<file path="src/rtl/tcc_defines.svh">
// Register offsets, field positions, reset values and fixed counts for the timer channel block
`ifndef TCC_DEFINES_SVH
`define TCC_DEFINES_SVH
`define TCC_OFS_CONTROL      16'hE000
`define TCC_OFS_MODE_CFG     16'hE01C
`define TCC_OFS_ENABLE_POL   16'hE020
`define TCC_OFS_COUNTER      16'hE024
`define TCC_OFS_DIVIDER      16'hE028
`define TCC_OFS_CH3_COMPARE  16'hE03C
`define TCC_OFS_CH4_COMPARE  16'hE040
`define TCC_RESET_WORD       32'h00000000
// Mode register: channel 3 field group at bit 0, channel 4 at bit 8
`define TCC_MODE_GROUP_W     8
`define TCC_DIR_POS          0
`define TCC_FAST_POS         2
`define TCC_BUF_POS          3
`define TCC_OMODE_POS        4
`define TCC_CDIV_POS         2
`define TCC_FILT_POS         4
// Enable register: channel n group at 4*(n-1)
`define TCC_EN_BASE          8
`define TCC_EN_GROUP_W       4
`define TCC_EN_POS           0
`define TCC_POL_POS          1
`define TCC_ENPOL_MASK       32'h00003333
// Control register bits
`define TCC_CTL_RUN          0
`define TCC_CTL_DOWN         1
`define TCC_CTL_ONE_PULSE    2
`define TCC_CTL_TRIG_START   3
`define TCC_CTL_TSEL_POS     4
`define TCC_CTL_UPDATE_GEN   8
`define TCC_CTL_MASK         32'h0000003F
`define TCC_DIVIDER_MASK     32'h0000000F
`define TCC_COUNT_MAX        16'hFFFF
`endif

</file>
<file path="src/rtl/tcc_pkg.sv">
// Types shared by the timer channel block
package tcc_pkg;
  typedef enum logic [2:0] {
    OM_FROZEN     = 3'b000,
    OM_SET_MATCH  = 3'b001,
    OM_CLR_MATCH  = 3'b010,
    OM_TOGGLE     = 3'b011,
    OM_FORCE_LOW  = 3'b100,
    OM_FORCE_HIGH = 3'b101,
    OM_PWM1       = 3'b110,
    OM_PWM2       = 3'b111
  } out_mode_t;
  typedef enum logic [1:0] {
    DIR_OUTPUT    = 2'b00,
    DIR_OWN_PIN   = 2'b01,
    DIR_OTHER_PIN = 2'b10,
    DIR_TRIGGER   = 2'b11
  } direction_t;
endpackage

</file>
<file path="src/rtl/timer_channel_capture_compare_cfg.sv">
// Capture/compare channels 3 and 4 of a general-purpose timer, with a classic Wishbone slave
// Functional notes
// Mode 000 ignores compare matches; the reference keeps its level.
// Mode 001 sets the reference on match, mode 010 clears it on match.
// Mode 011 toggles on match; 100 forces inactive; 101 forces active.
// Mode 110: up active while counter below compare; down inactive while above.
// Mode 111: up inactive while counter below compare; down active while above.
// PWM level changes only on comparison change or on leaving frozen mode.
// Buffer disabled: compare writes reach the active register at once.
// Buffer enabled: writes go to buffer, copied to active at each update.
// Software uses PWM unbuffered only together with one-pulse mode.
// Fast enable clear: output follows comparison; trigger-to-output at least 5 cycles.
// Fast enable set in PWM: trigger edge forces compare level within 3 cycles.
// Output fields act only for output direction, input fields only for inputs.
// Input filter passes a new level after N agreeing samples.
// Filter codes 0000-0111: full, half, quarter rate with listed sample counts.
// Filter codes 1000-1111: eighth, sixteenth, thirty-second rate with listed counts.
// Capture divider: every edge, every 2, every 4, or every 6 events.
// Channel 4 direction: output, input 4, input 3, or internal trigger.
// Channel 3 direction in bits 1:0: output, input 3, input 4, trigger.
// Software changes direction only while the channel is disabled.
// Output polarity 0 active high, 1 active low versus the reference.
// Input polarity set inverts the input and captures on falling edges.
// Enable bit gates output or capture; channel 4 enable bit 12, polarity 13.
// Channel 3 at bits 9/8, channel 2 at 5/4, channel 1 at 1/0.
// Channel 3 mode fields mirror channel 4 in the low byte.
// Counter clock divided by two to the 4-bit exponent, loaded at update.
`include "tcc_defines.svh"

module timer_channel_capture_compare_cfg
  import tcc_pkg::*;
(
  input wire logic clk_i,            // Peripheral clock, 25 MHz
  input wire logic rst_i,            // Synchronous reset, active high
  input wire logic cyc_i,            // Wishbone cycle
  input wire logic stb_i,            // Wishbone strobe
  input wire logic we_i,             // Wishbone write enable
  input wire logic [15:0] adr_i,     // Wishbone byte address
  input wire logic [3:0] sel_i,      // Wishbone byte selects
  input wire logic [31:0] dat_i,     // Wishbone write data
  output logic [31:0] dat_o,         // Wishbone read data
  output logic ack_o,                // Wishbone acknowledge
  input wire logic ch3_pin_i,        // Channel 3 pin level
  input wire logic ch4_pin_i,        // Channel 4 pin level
  input wire logic [3:0] trigger_i,  // Internal trigger sources
  output logic ch3_out_o,            // Channel 3 output level
  output logic ch3_oe_o,             // Channel 3 output enable
  output logic ch4_out_o,            // Channel 4 output level
  output logic ch4_oe_o,             // Channel 4 output enable
  output logic ch3_capture_o,        // Channel 3 capture pulse
  output logic ch4_capture_o,        // Channel 4 capture pulse
  output logic update_o              // Update event pulse
);

  // Apply byte selects to a register word
  function automatic logic [31:0] merge_sel(input logic [31:0] old, input logic [31:0] wdat,
                                            input logic [3:0] sel);
    logic [31:0] res;
    res = old;
    for (int b = 0; b < 4; b++) begin
      if (sel[b]) begin
        res[b*8 +: 8] = wdat[b*8 +: 8];
      end
    end
    return res;
  endfunction

  // Filter code to {rate exponent, sample count}
  function automatic logic [6:0] filter_decode(input logic [3:0] code);
    logic [6:0] res;
    res = 7'h01;
    unique case (code)
      4'h0: res = {3'd0, 4'd1};
      4'h1: res = {3'd0, 4'd2};
      4'h2: res = {3'd0, 4'd4};
      4'h3: res = {3'd0, 4'd8};
      4'h4: res = {3'd1, 4'd6};
      4'h5: res = {3'd1, 4'd8};
      4'h6: res = {3'd2, 4'd6};
      4'h7: res = {3'd2, 4'd8};
      4'h8: res = {3'd3, 4'd6};
      4'h9: res = {3'd3, 4'd8};
      4'hA: res = {3'd4, 4'd5};
      4'hB: res = {3'd4, 4'd6};
      4'hC: res = {3'd4, 4'd8};
      4'hD: res = {3'd5, 4'd5};
      4'hE: res = {3'd5, 4'd6};
      4'hF: res = {3'd5, 4'd8};
    endcase
    return res;
  endfunction

  // Capture divider code to events per capture
  function automatic logic [2:0] cdiv_events(input logic [1:0] code);
    logic [2:0] res;
    res = 3'd1;
    unique case (code)
      2'b00: res = 3'd1;
      2'b01: res = 3'd2;
      2'b10: res = 3'd4;
      2'b11: res = 3'd6;
    endcase
    return res;
  endfunction

  logic [31:0] control;
  logic [31:0] mode_cfg;
  logic [31:0] enable_pol;
  logic [31:0] clock_divider;
  logic [15:0] counter;
  logic [3:0] divider_shadow;
  logic [14:0] presc_cnt;
  logic [4:0] sample_div;
  logic [1:0] pin_meta;
  logic [1:0] pin_sync;
  logic [3:0] trg_meta;
  logic [3:0] trg_sync;
  logic trg_prev;
  logic [15:0] cmp_rd [2];
  logic [1:0] cap_pulse;
  logic [1:0] ref_lvl;

  // Bus decode; single-cycle registered answer
  wire access = cyc_i & stb_i & ~ack_o;
  wire wr = access & we_i;
  wire hit_ctl = adr_i == `TCC_OFS_CONTROL;
  wire hit_mode = adr_i == `TCC_OFS_MODE_CFG;
  wire hit_enp = adr_i == `TCC_OFS_ENABLE_POL;
  wire hit_cnt = adr_i == `TCC_OFS_COUNTER;
  wire hit_div = adr_i == `TCC_OFS_DIVIDER;
  wire [1:0] hit_cmp = {adr_i == `TCC_OFS_CH4_COMPARE, adr_i == `TCC_OFS_CH3_COMPARE};
  wire [31:0] wr_ctl = merge_sel(control, dat_i, sel_i);
  wire [31:0] wr_cnt = merge_sel({16'h0000, counter}, dat_i, sel_i);
  wire update_gen = wr & hit_ctl & sel_i[1] & dat_i[`TCC_CTL_UPDATE_GEN];
  wire [31:0] rd_mux = hit_ctl ? control :
                       hit_mode ? mode_cfg :
                       hit_enp ? enable_pol :
                       hit_cnt ? {16'h0000, counter} :
                       hit_div ? clock_divider :
                       hit_cmp[0] ? {16'h0000, cmp_rd[0]} :
                       hit_cmp[1] ? {16'h0000, cmp_rd[1]} : 32'h00000000;

  // Counter engine: prescaled tick, wrap at either end gives an update
  wire down = control[`TCC_CTL_DOWN];
  wire [14:0] presc_limit = 15'((32'h1 << divider_shadow) - 32'h1);
  wire count_tick = control[`TCC_CTL_RUN] & (presc_cnt == presc_limit);
  wire wrap = count_tick & (down ? (counter == 16'h0000) : (counter == `TCC_COUNT_MAX));
  wire update_evt = wrap | update_gen;

  // Selected internal trigger, edge after synchronisation
  wire trg_now = trg_sync[control[`TCC_CTL_TSEL_POS +: 2]];
  wire trg_edge = trg_now & ~trg_prev;

  // Bus slave
  always_ff @(posedge clk_i) begin
    if (rst_i) begin
      ack_o <= 1'b0;
      dat_o <= `TCC_RESET_WORD;
    end else begin
      ack_o <= access;
      dat_o <= access ? rd_mux : `TCC_RESET_WORD;
    end
  end

  // Configuration registers
  always_ff @(posedge clk_i) begin
    if (rst_i) begin
      mode_cfg <= `TCC_RESET_WORD;
      enable_pol <= `TCC_RESET_WORD;
      clock_divider <= `TCC_RESET_WORD;
    end else if (wr) begin
      if (hit_mode) mode_cfg <= merge_sel(mode_cfg, dat_i, sel_i) & 32'h0000FFFF;
      if (hit_enp) enable_pol <= merge_sel(enable_pol, dat_i, sel_i) & `TCC_ENPOL_MASK;
      if (hit_div) clock_divider <= merge_sel(clock_divider, dat_i, sel_i) & `TCC_DIVIDER_MASK;
    end
  end

  // Control: run bit set by trigger start wins over a clearing write
  always_ff @(posedge clk_i) begin
    if (rst_i) begin
      control <= `TCC_RESET_WORD;
    end else begin
      if (wr & hit_ctl) control <= wr_ctl & `TCC_CTL_MASK;
      if (wrap & control[`TCC_CTL_ONE_PULSE]) control[`TCC_CTL_RUN] <= 1'b0;
      if (trg_edge & control[`TCC_CTL_TRIG_START]) control[`TCC_CTL_RUN] <= 1'b1;
    end
  end

  // Counter, prescaler and its shadow exponent
  always_ff @(posedge clk_i) begin
    if (rst_i) begin
      counter <= 16'h0000;
      presc_cnt <= 15'h0000;
      divider_shadow <= 4'h0;
    end else begin
      if (update_gen) begin
        counter <= down ? `TCC_COUNT_MAX : 16'h0000;
        presc_cnt <= 15'h0000;
      end else if (wr & hit_cnt) begin
        counter <= wr_cnt[15:0];
      end else if (count_tick) begin
        counter <= down ? counter - 16'h0001 : counter + 16'h0001;
        presc_cnt <= 15'h0000;
      end else if (control[`TCC_CTL_RUN]) begin
        presc_cnt <= presc_cnt + 15'h0001;
      end
      if (update_evt) divider_shadow <= clock_divider[3:0];
    end
  end

  // Two-flop synchronisers for pins and triggers, plus filter sample divider
  always_ff @(posedge clk_i) begin
    if (rst_i) begin
      pin_meta <= 2'b00;
      pin_sync <= 2'b00;
      trg_meta <= 4'h0;
      trg_sync <= 4'h0;
      trg_prev <= 1'b0;
      sample_div <= 5'h00;
      update_o <= 1'b0;
    end else begin
      pin_meta <= {ch4_pin_i, ch3_pin_i};
      pin_sync <= pin_meta;
      trg_meta <= trigger_i;
      trg_sync <= trg_meta;
      trg_prev <= trg_now;
      sample_div <= sample_div + 5'h01;
      update_o <= update_evt;
    end
  end

  // Per channel: index 0 is channel 3, index 1 is channel 4
  for (genvar c = 0; c < 2; c++) begin : g_ch
    localparam int MB = c * `TCC_MODE_GROUP_W;
    localparam int EB = `TCC_EN_BASE + c * `TCC_EN_GROUP_W;
    direction_t dir;
    out_mode_t omode;
    out_mode_t prev_mode;
    logic [15:0] cmp_buf;
    logic [15:0] cmp_act;
    logic [3:0] agree_cnt;
    logic [2:0] ev_cnt;
    logic filt;
    logic filt_prev;
    logic ref_q;
    logic prev_lvl;
    logic cap_q;
    wire en = enable_pol[EB + `TCC_EN_POS];
    wire pol = enable_pol[EB + `TCC_POL_POS];
    wire buf_en = mode_cfg[MB + `TCC_BUF_POS];
    wire fast_en = mode_cfg[MB + `TCC_FAST_POS];
    wire is_out = dir == DIR_OUTPUT;
    assign dir = direction_t'(mode_cfg[MB + `TCC_DIR_POS +: 2]);
    assign omode = out_mode_t'(mode_cfg[MB + `TCC_OMODE_POS +: 3]);

    // Input source by direction; own pin, the other channel's pin, or trigger
    wire src = (dir == DIR_OWN_PIN) ? pin_sync[c] :
               (dir == DIR_OTHER_PIN) ? pin_sync[1-c] : trg_now;
    wire [6:0] fdec = filter_decode(mode_cfg[MB + `TCC_FILT_POS +: 4]);
    wire [4:0] rate_mask = 5'((32'h1 << fdec[6:4]) - 32'h1);
    wire sample_tick = (sample_div & rate_mask) == 5'h00;
    wire [3:0] agree_next = agree_cnt + 4'h1;
    // Edge of the polarity-adjusted filtered input
    wire cap_evt = ~is_out & en & ((filt ^ pol) & ~(filt_prev ^ pol));
    wire [2:0] ev_next = ev_cnt + 3'd1;
    wire capture = cap_evt & (ev_next == cdiv_events(mode_cfg[MB + `TCC_CDIV_POS +: 2]));

    // Comparison results and PWM levels
    wire eq = counter == cmp_act;
    wire lt = counter < cmp_act;
    wire gt = counter > cmp_act;
    wire pwm1 = down ? ~gt : lt;
    wire pwm2 = down ? gt : ~lt;
    wire is_pwm = (omode == OM_PWM1) | (omode == OM_PWM2);
    wire pwm_lvl = (omode == OM_PWM1) ? pwm1 : pwm2;
    wire cmp_wr = wr & hit_cmp[c];
    wire [31:0] cmp_wdat = merge_sel({16'h0000, cmp_buf}, dat_i, sel_i);

    // Digital filter; only input direction uses it
    always_ff @(posedge clk_i) begin
      if (rst_i) begin
        filt <= 1'b0;
        filt_prev <= 1'b0;
        agree_cnt <= 4'h0;
      end else begin
        filt_prev <= filt;
        if (is_out) begin
          agree_cnt <= 4'h0;
        end else if (sample_tick) begin
          if (src == filt) begin
            agree_cnt <= 4'h0;
          end else if (agree_next >= fdec[3:0]) begin
            filt <= src;
            agree_cnt <= 4'h0;
          end else begin
            agree_cnt <= agree_next;
          end
        end
      end
    end

    // Capture event counting; disabled channel keeps its count at zero
    always_ff @(posedge clk_i) begin
      if (rst_i) begin
        ev_cnt <= 3'd0;
        cap_q <= 1'b0;
      end else begin
        cap_q <= capture;
        if (is_out | ~en) ev_cnt <= 3'd0;
        else if (capture) ev_cnt <= 3'd0;
        else if (cap_evt) ev_cnt <= ev_next;
      end
    end

    // Compare buffer and active register; a capture beats a bus write
    always_ff @(posedge clk_i) begin
      if (rst_i) begin
        cmp_buf <= 16'h0000;
        cmp_act <= 16'h0000;
      end else if (capture) begin
        cmp_buf <= counter;
        cmp_act <= counter;
      end else begin
        if (cmp_wr) cmp_buf <= cmp_wdat[15:0];
        if (cmp_wr & ~(is_out & buf_en)) cmp_act <= cmp_wdat[15:0];
        else if (update_evt & is_out & buf_en) cmp_act <= cmp_buf;
      end
    end

    // Reference generation; unbuffered PWM relies on one-pulse use
    always_ff @(posedge clk_i) begin
      if (rst_i) begin
        ref_q <= 1'b0;
        prev_mode <= OM_FROZEN;
        prev_lvl <= 1'b0;
      end else begin
        prev_mode <= omode;
        prev_lvl <= pwm_lvl;
        if (is_out) begin
          if (fast_en & is_pwm & trg_edge) begin
            ref_q <= omode == OM_PWM2;
          end else begin
            unique case (omode)
              OM_FROZEN: ref_q <= ref_q;
              OM_SET_MATCH: if (eq) ref_q <= 1'b1;
              OM_CLR_MATCH: if (eq) ref_q <= 1'b0;
              OM_TOGGLE: if (eq) ref_q <= ~ref_q;
              OM_FORCE_LOW: ref_q <= 1'b0;
              OM_FORCE_HIGH: ref_q <= 1'b1;
              OM_PWM1, OM_PWM2: if (prev_mode == OM_FROZEN || pwm_lvl != prev_lvl) ref_q <= pwm_lvl;
            endcase
          end
        end
      end
    end

    assign cmp_rd[c] = cmp_buf;
    assign cap_pulse[c] = cap_q;
    assign ref_lvl[c] = ref_q;
  end

  // Pin drive: polarity on the reference, enable gates drive
  wire [1:0] out_on = {g_ch[1].is_out & g_ch[1].en, g_ch[0].is_out & g_ch[0].en};
  wire [1:0] out_pol = {g_ch[1].pol, g_ch[0].pol};
  wire [1:0] out_lvl = out_on & (ref_lvl ^ out_pol);

  // Registered pin outputs
  always_ff @(posedge clk_i) begin
    if (rst_i) begin
      ch3_out_o <= 1'b0;
      ch4_out_o <= 1'b0;
      ch3_oe_o <= 1'b0;
      ch4_oe_o <= 1'b0;
    end else begin
      ch3_out_o <= out_lvl[0];
      ch4_out_o <= out_lvl[1];
      ch3_oe_o <= out_on[0];
      ch4_oe_o <= out_on[1];
    end
  end

  assign ch3_capture_o = cap_pulse[0];
  assign ch4_capture_o = cap_pulse[1];

endmodule

</file>
<file path="config.mk">
export PLATFORM = sky130hd
export DESIGN_NAME = timer_channel_capture_compare_cfg
export DESIGN_NICKNAME = d
export VERILOG_FILES = /design/src/rtl/tcc_pkg.sv /design/src/rtl/timer_channel_capture_compare_cfg.sv
export VERILOG_INCLUDE_DIRS = /design/src /design/src/rtl
export SDC_FILE = /design/constraint.sdc
export NUM_CORES = 1
export LEC_CHECK = 0
export ABC_AREA = 0
export BUFFER_PORTS_ARGS = -buffer_cell sky130_fd_sc_hd__buf_2
export CORE_MARGIN = 2
export CORE_UTILIZATION = 55
export DETAILED_ROUTE_END_ITERATION = 10
export GPL_ROUTABILITY_DRIVEN = 1
export GPL_TIMING_DRIVEN = 0
export PLACE_DENSITY = 0.74
export REMOVE_ABC_BUFFERS = 1
export SLEW_MARGIN = 5
export SYNTH_ARGS = -nofsm -noshare
export SYNTH_HDL_FRONTEND = slang
export SYNTH_SLANG_ARGS = --single-unit
</file>
<file path="constraint.sdc">
create_clock -name clk_i -period 6.26 [get_ports clk_i]
set_input_delay 1.252 -clock clk_i [delete_from_list [all_inputs] [get_ports clk_i]]
set_output_delay 1.252 -clock clk_i [all_outputs]
set_load 0.05 [all_outputs]
</file>
==> results of run 1 <==
==> flip-flops by register name, indices dropped and copies added, names as in the netlist, 4 cells and up <==
name / count
trg_meta: 4
g_ch.cmp_act: 32
divider_shadow: 4
g_ch.ev_cnt: 6
g_ch.prev_mode: 6
control: 6
g_ch.agree_cnt: 8
g_ch.cmp_buf: 32
sample_div: 5
g_ch.fdec: 14
presc_cnt: 15
dat_o: 16
enable_pol: 8
clock_divider: 4
counter: 16
mode_cfg: 16
trg_sync: 4
==> per-layer routing <==
layer	global-route usage, %	wire length (µm)
met1	38.04	15530
met2	45.88	16270
met3	3.832	2601
met4	9.221	1073
met5	0	0
==> worst max-delay path by stage <==
| stage | to | depth (start not counted) | startpoint |
|---|---|---|---|
| 3_5_place_dp | g_ch[1].fdec[2]$_DFF_P_ | 11 | adr_i[1] |
| 4_1_cts | g_ch[0].fdec[2]$_DFF_P_ | 11 | adr_i[1] |
| 6_report | g_ch[0].fdec[2]$_DFF_P_ | 11 | adr_i[1] |
| 5_1_grt | g_ch[0].fdec[2]$_DFF_P_ | 11 | adr_i[1] |
| 2_1_floorplan | g_ch[0].cmp_act[0]$_SDFFE_PP0P_ | 8 | adr_i[1] |
| 3_3_place_gp | g_ch[0].cmp_act[4]$_SDFFE_PP0P_ | 9 | adr_i[1] |
==> power by group <==
group | internal [W] | switching (W) | total (W)
Sequential | 0.00139 | 0.00000428 | 0.00139
Combinational | 0.0000281 | 0.0000912 | 0.000119
Clock | 0.000987 | 0.000601 | 0.00159
==> per-stage QoR <==
step                      utilization (%)  total power, W  instances
after floorplan                         -        0.001470       1485
after global placement              56.88        0.001533       1872
after detailed placement            57.27        0.001538       1876
after CTS                           61.11        0.003114       1921
after global routing                61.12        0.003170       1921
final                               61.13        0.003098       1922
==> synth_stat cells (25+ instances only) <==
| master | instances | area share, % |
|---|---|---|
| a21oi_1 | 73 | 2.8 |
| nand2_1 | 171 | 4.9 |
| a211oi_1 | 32 | 1.9 |
| nor2b_1 | 38 | 1.8 |
| a31oi_1 | 43 | 2.1 |
| dfxtp_1 | 217 | 33 |
| xor2_1 | 28 | 1.9 |
| clkbuf_1 | 68 | 2.0 |
| nor3_1 | 25 | 0.96 |
| inv_1 | 68 | 2.0 |
| nor2_1 | 192 | 5.6 |
| ha_1 | 71 | 6.8 |
| nand3_1 | 53 | 2.0 |
| mux2i_1 | 101 | 7.8 |
| o21ai_0 | 54 | 2.1 |
==> layout make-up <==
class,count,area [µm²]
fillers,2038,9069
diodes,1,2.502
clock inverters,14,207.7
repair buffers,72,396.6
multi-input cells,1200,7970
well taps,319,399.1
clock buffers,31,688.2
inverters,68,255.2
flip-flops and latches,217,4344
==> kinds of logic after synthesis <==
family | count (synthesis) | synth area share (%)
mux | 120 | 9.539
fa+ha+maj | 72 | 6.996
xor+xnor | 51 | 3.768
compound gates | 330 | 17.48
buf+inv | 177 | 5.887
other cells | 1 | 0.02888
simple gates | 611 | 22.85
flops | 217 | 33.46
==> flow_summary.yaml, run 1 <==
place:
  dp_hpwl_mm: 25.32
  dpl_cell_area_um2: 13360
  post-place-ws_ns: 1.560
  place.port_buffers: 68
  gp_congestion: 0.9076
timing:
  rsz0062_at_grt: "false"
  max_freq_ghz: 0.2327
  setup_tns_ns: 0
  skew_ns: 0.01392
  worst_pin_slew_ns: 1.402
  period_needed_ns: 4.297
  fin_crit_sh_pct: 68.64
  hold_viol: 0
  fin_hold_ws_ns: 0.4371
  max_slew_margin_pct: 6.194
  setup_violations: 0
  slew_violations: 0
  setup_ws_ns: 1.963
synth:
  netlist_area_um2: 12980
  yosysWarnings: 0
  syn_avg_cell_area_um2: 8.224
  synth-edff-count: 0
  yosys.cell_types.count: 87
  ys_seq_area_share_pct: 33.46
  synth_seq_cells: 217
  ys.flop_type: "dfxtp_1"
  async_flop_share_pct: 0
  syn_inst: 1579
clocking:
  clock_latency_ns: 0.52
  clock-sinks: 217
  cts_buffer_depth: 3
  post_cts_buffers: 0
  cts-root-buf: "clkbuf_16"
  cts_resized: 0
  cts.htree.levels: 1
  cts_tree: "yes"
  holdBufCountCts: 0
  numCtsBuffers: 25
  clk_pin_slew_ns: 0.06
drt:
  dr.pass1.iters: 6
  drt_iter0_drc: 1393
  viasPerCell: 6.099
  routedWlPerCell_um: 18.46
  drc: 0
  dr_total_vias: 11722
  wl_mm: 35.47
  ant_nets: 0
floorplan:
  die_w_um: 157.7
  core-area_um2: 23330
  rows: 56
  die_area_um2: 24850
  die_y_um: 157.7
  num_io_pins: 103
  initial_utilization_pct: 55.65
global_routing:
  grt_util_all_layers_pct: 27.99
  grt_antenna_before_repair: 0
  grt_pass1_wl_mm: 55.70
  overflow: 0
  grt_max_degree: 113
  grt_pass1_vias: 10749
min_path:
  hold_path_startpoint: "trg_meta[0]$_SDFF_PP0_"
  worst_hold_path.num_cells: 1
  hold_path_class: "reg -> reg"
  min_to: "trg_sync[0]$_SDFF_PP0_"
cells_and_area:
  final_cell_mix: "dfxtp_1 (217), nor2_1 (191), nand2_1 (170), mux2i_1 (101), a21oi_1 (73)"
  final_cell_area_um2: 14260
  area_delta_synth_final_pct: 9.848
  final_net_count: 1719
  drive_above_1_share_pct: 9.800
  final_common_cell: "dfxtp_1"
worst_setup_path:
  r2r_setup_slack_ns: 2.26
  r2r_start: "divider_shadow[3]$_SDFFE_PP0N_"
  crit_type: "in -> reg"
  reg2regPathDepth: 10
  cp_data_required_time_ns: 6.66
  crit_path_end_kind: "flip-flop"
  path_delay_family: "simple AND/OR/NAND/NOR gates"
  arrival_ns: 4.70
  path_common_cell: "nor4_4"
  crit_chain: "buf_2 -> nor4_4 -> nand4_1 -> nor4_4 -> mux2i_1 -> nor2_1 -> inv_1 -> ha_1 -> nand2_1 -> o21ai_0 -> mux2_2"
  slowest_delay_ns: 0.91
  crit_fanout: 12
  setup.worst_path.start_class: "input port"
  slowest_stage: "nor4_4"
  rr_endpoint: "g_ch[0].cmp_act[13]$_SDFFE_PP0P_"
  critPathBufInv: 2
power:
  powerDensity_nw_per_um2: 217.2
  p_leak_nw: 5.370
  ir_drop_mv: 0.1769
job:
  maxCapViolCount: 0
outcome:
  status: "finished clean"
No activity file was read; power rests on OpenSTA's default activity.
==> inputs of run 2 (changes only) <==
- ABC_AREA: 0 -> 1
- clock period: 6.26 -> 4 ns (I/O delays scaled with it)
==> flow_summary.yaml, run 2 <==
outcome:
  status: "finished clean"
clocking:
  clk_pin_slew_ns: 0.06
  cts.htree.levels: 1
  numCtsBuffers: 24
  cts_tree: "yes"
  cts_buffer_depth: 3
  cts-root-buf: "clkbuf_16"
  holdBufCountCts: 0
  clock_latency_ns: 0.53
  clock-sinks: 217
floorplan:
  initial_utilization_pct: 56.50
  core-area_um2: 23610
  num_io_pins: 103
  die_y_um: 159.7
  die_w_um: 159.7
  die_area_um2: 25520
  rows: 56
drt:
  wl_mm: 38.46
  drt_iter0_drc: 1281
  dr_total_vias: 13577
  drc: 0
  dr.pass1.iters: 5
  viasPerCell: 5.629
  routedWlPerCell_um: 15.94
  ant_nets: 0
timing:
  slew_violations: 0
  skew_ns: 0.01102
  max_slew_margin_pct: 31.91
  setup_tns_ns: 0
  setup_violations: 0
  fin_hold_ws_ns: 0.4071
  setup_ws_ns: 0.2815
  period_needed_ns: 3.718
  max_freq_ghz: 0.2689
  rsz0062_at_grt: "false"
  fin_crit_sh_pct: 92.96
  hold_viol: 0
  worst_pin_slew_ns: 1.014
cells_and_area:
  final_cell_area_um2: 14610
  area_delta_synth_final_pct: 9.520
  final_common_cell: "nand2_1"
  final_cell_mix: "nand2_1 (405), inv_1 (302), nor2_1 (253), dfxtp_1 (217), o21ai_0 (168)"
  drive_above_1_share_pct: 7.692
  top_regs: "g_ch.cmp_act x32, g_ch.cmp_buf x32"
  num_antenna_cells: 0
  n_fill_cell: 2302
  final_net_count: 2211
synth:
  netlist_area_um2: 13340
  yosysTopAreaCell: "dfxtp_1"
  syn_avg_cell_area_um2: 6.539
  yosys.cell_types.count: 53
  synth_seq_cells: 217
  ys.flop_type: "dfxtp_1"
  syn_inst: 2040
  ys_top_cells_by_area: "dfxtp_1 (33%), nand2_1 (12%), inv_1 (8.5%)"
  synthTopCellsByCount: "nand2_1 (411), inv_1 (302), nor2_1 (255), dfxtp_1 (217), o21ai_0 (168)"
  ys_seq_area_share_pct: 32.56
  yosysTopAreaCellShare_pct: 32.56
  synth_most_common_cell: "nand2_1"
  yosysWarnings: 0
  async_flop_share_pct: 0
  synth-edff-count: 0
worst_setup_path:
  r2r_setup_slack_ns: 0.63
  crit_path_end_kind: "flip-flop"
  cp_data_required_time_ns: 4.42
  reg2regPathDepth: 17
  cp-endpoint: "g_ch[1].cmp_act[6]$_SDFFE_PP0P_"
  crit_path_start: "adr_i[11]"
  arrival_ns: 4.13
  crit_fanout: 25
  r2r_start: "divider_shadow[3]$_SDFFE_PP0N_"
  crit_type: "in -> reg"
  rr_endpoint: "g_ch[0].cmp_act[13]$_SDFFE_PP0P_"
  setup.worst_path.start_class: "input port"
global_routing:
  grt_pass1_vias: 12446
  grt_max_degree: 82
  grt_antenna_before_repair: 0
  grt_util_all_layers_pct: 29.46
  grt_pass1_wl_mm: 61.84
  overflow: 0
min_path:
  worst_hold_path.num_cells: 2
  hold_path_class: "reg -> reg"
place:
  gp_congestion: 0.9500
  dp_hpwl_mm: 28.16
  dpl_cell_area_um2: 13800
  post-place-ws_ns: -0.8105
  place.port_buffers: 68
power:
  power_w: 0.004604
  p_leak_nw: 7.065
  powerDensity_nw_per_um2: 315.1
  ir_drop_mv: 0.3180
job:
  maxCapViolCount: 0
run 2: worst min path at each step:
stage                      startpoint                     end  slack [ns]
2_1_floorplan  pin_meta[0]$_SDFF_PP0_  pin_sync[0]$_SDFF_PP0_        0.39
3_5_place_dp   pin_meta[0]$_SDFF_PP0_  pin_sync[0]$_SDFF_PP0_        0.40
4_1_cts        trg_meta[2]$_SDFF_PP0_  trg_sync[2]$_SDFF_PP0_        0.41
6_report       trg_meta[2]$_SDFF_PP0_  trg_sync[2]$_SDFF_PP0_        0.41
3_3_place_gp   pin_meta[0]$_SDFF_PP0_  pin_sync[0]$_SDFF_PP0_        0.39
5_1_grt        trg_meta[2]$_SDFF_PP0_  trg_sync[2]$_SDFF_PP0_        0.42
run 2: per-stage QoR:
| stage | instances | utilization [%] |
|---|---|---|
| after detailed placement | 2369 | 58.44 |
| after global routing | 2412 | 61.87 |
| after global placement | 2367 | 58.22 |
| after CTS | 2412 | 61.82 |
| after floorplan | 1980 | - |
| final | 2412 | 61.87 |
run 2: per-layer routing:
layer  GRT usage, %  part of all wire [%]
met1          38.99                    42
met2          48.29                    45
met3          3.766                   8.0
met4          12.89                   4.4
met5              0                     0
run 2: power by group:
group          leakage [nW]  internal (W)  switching (W)
Clock                 0.391       0.00131       0.000939
Sequential             1.75       0.00217     0.00000662
Combinational          4.92     0.0000409       0.000140
run 2: cells by family after synthesis:
family                     share of synthesized area [%]
buffers and inverters                              11.94
DFF                                                32.56
adders and majority gates                          6.809
xor gates and xnor gates                           2.495
AOI/OAI and AO/OA                                  18.74
other                                            0.02811
and+or+nand+nor                                    27.27
muxes                                             0.1501
run 2: what timing repair did:
action | CTS | global route
endpoints found under the setup margin | 24 | 32
resized for setup | 2 | 4
setup buffers | 0 | 0
gates cloned | 0 | 0
run 2: cell type report:
type                    instances  area [µm²]  area share [%]
flip-flops and latches        217        4344           29.73
clock inverters                12       126.4          0.8649
well taps                     319       399.1           2.732
multi-input cells            1442        7483           51.22
repair buffers                 70       382.9           2.621
clock buffers                  31       666.9           4.565
inverters                     321        1207           8.264
run 2: worst max-delay path, cell delays in order:
cell and delay, ns:
buf_2 0.09, nor2_1 0.11, nand2_1 0.07, nor2_1 0.60
nand3_1 0.30, nor2_2 0.79, nand2_2 0.59, o211ai_1 0.33
o21ai_0 0.19, a21oi_1 0.18, nor2_1 0.06
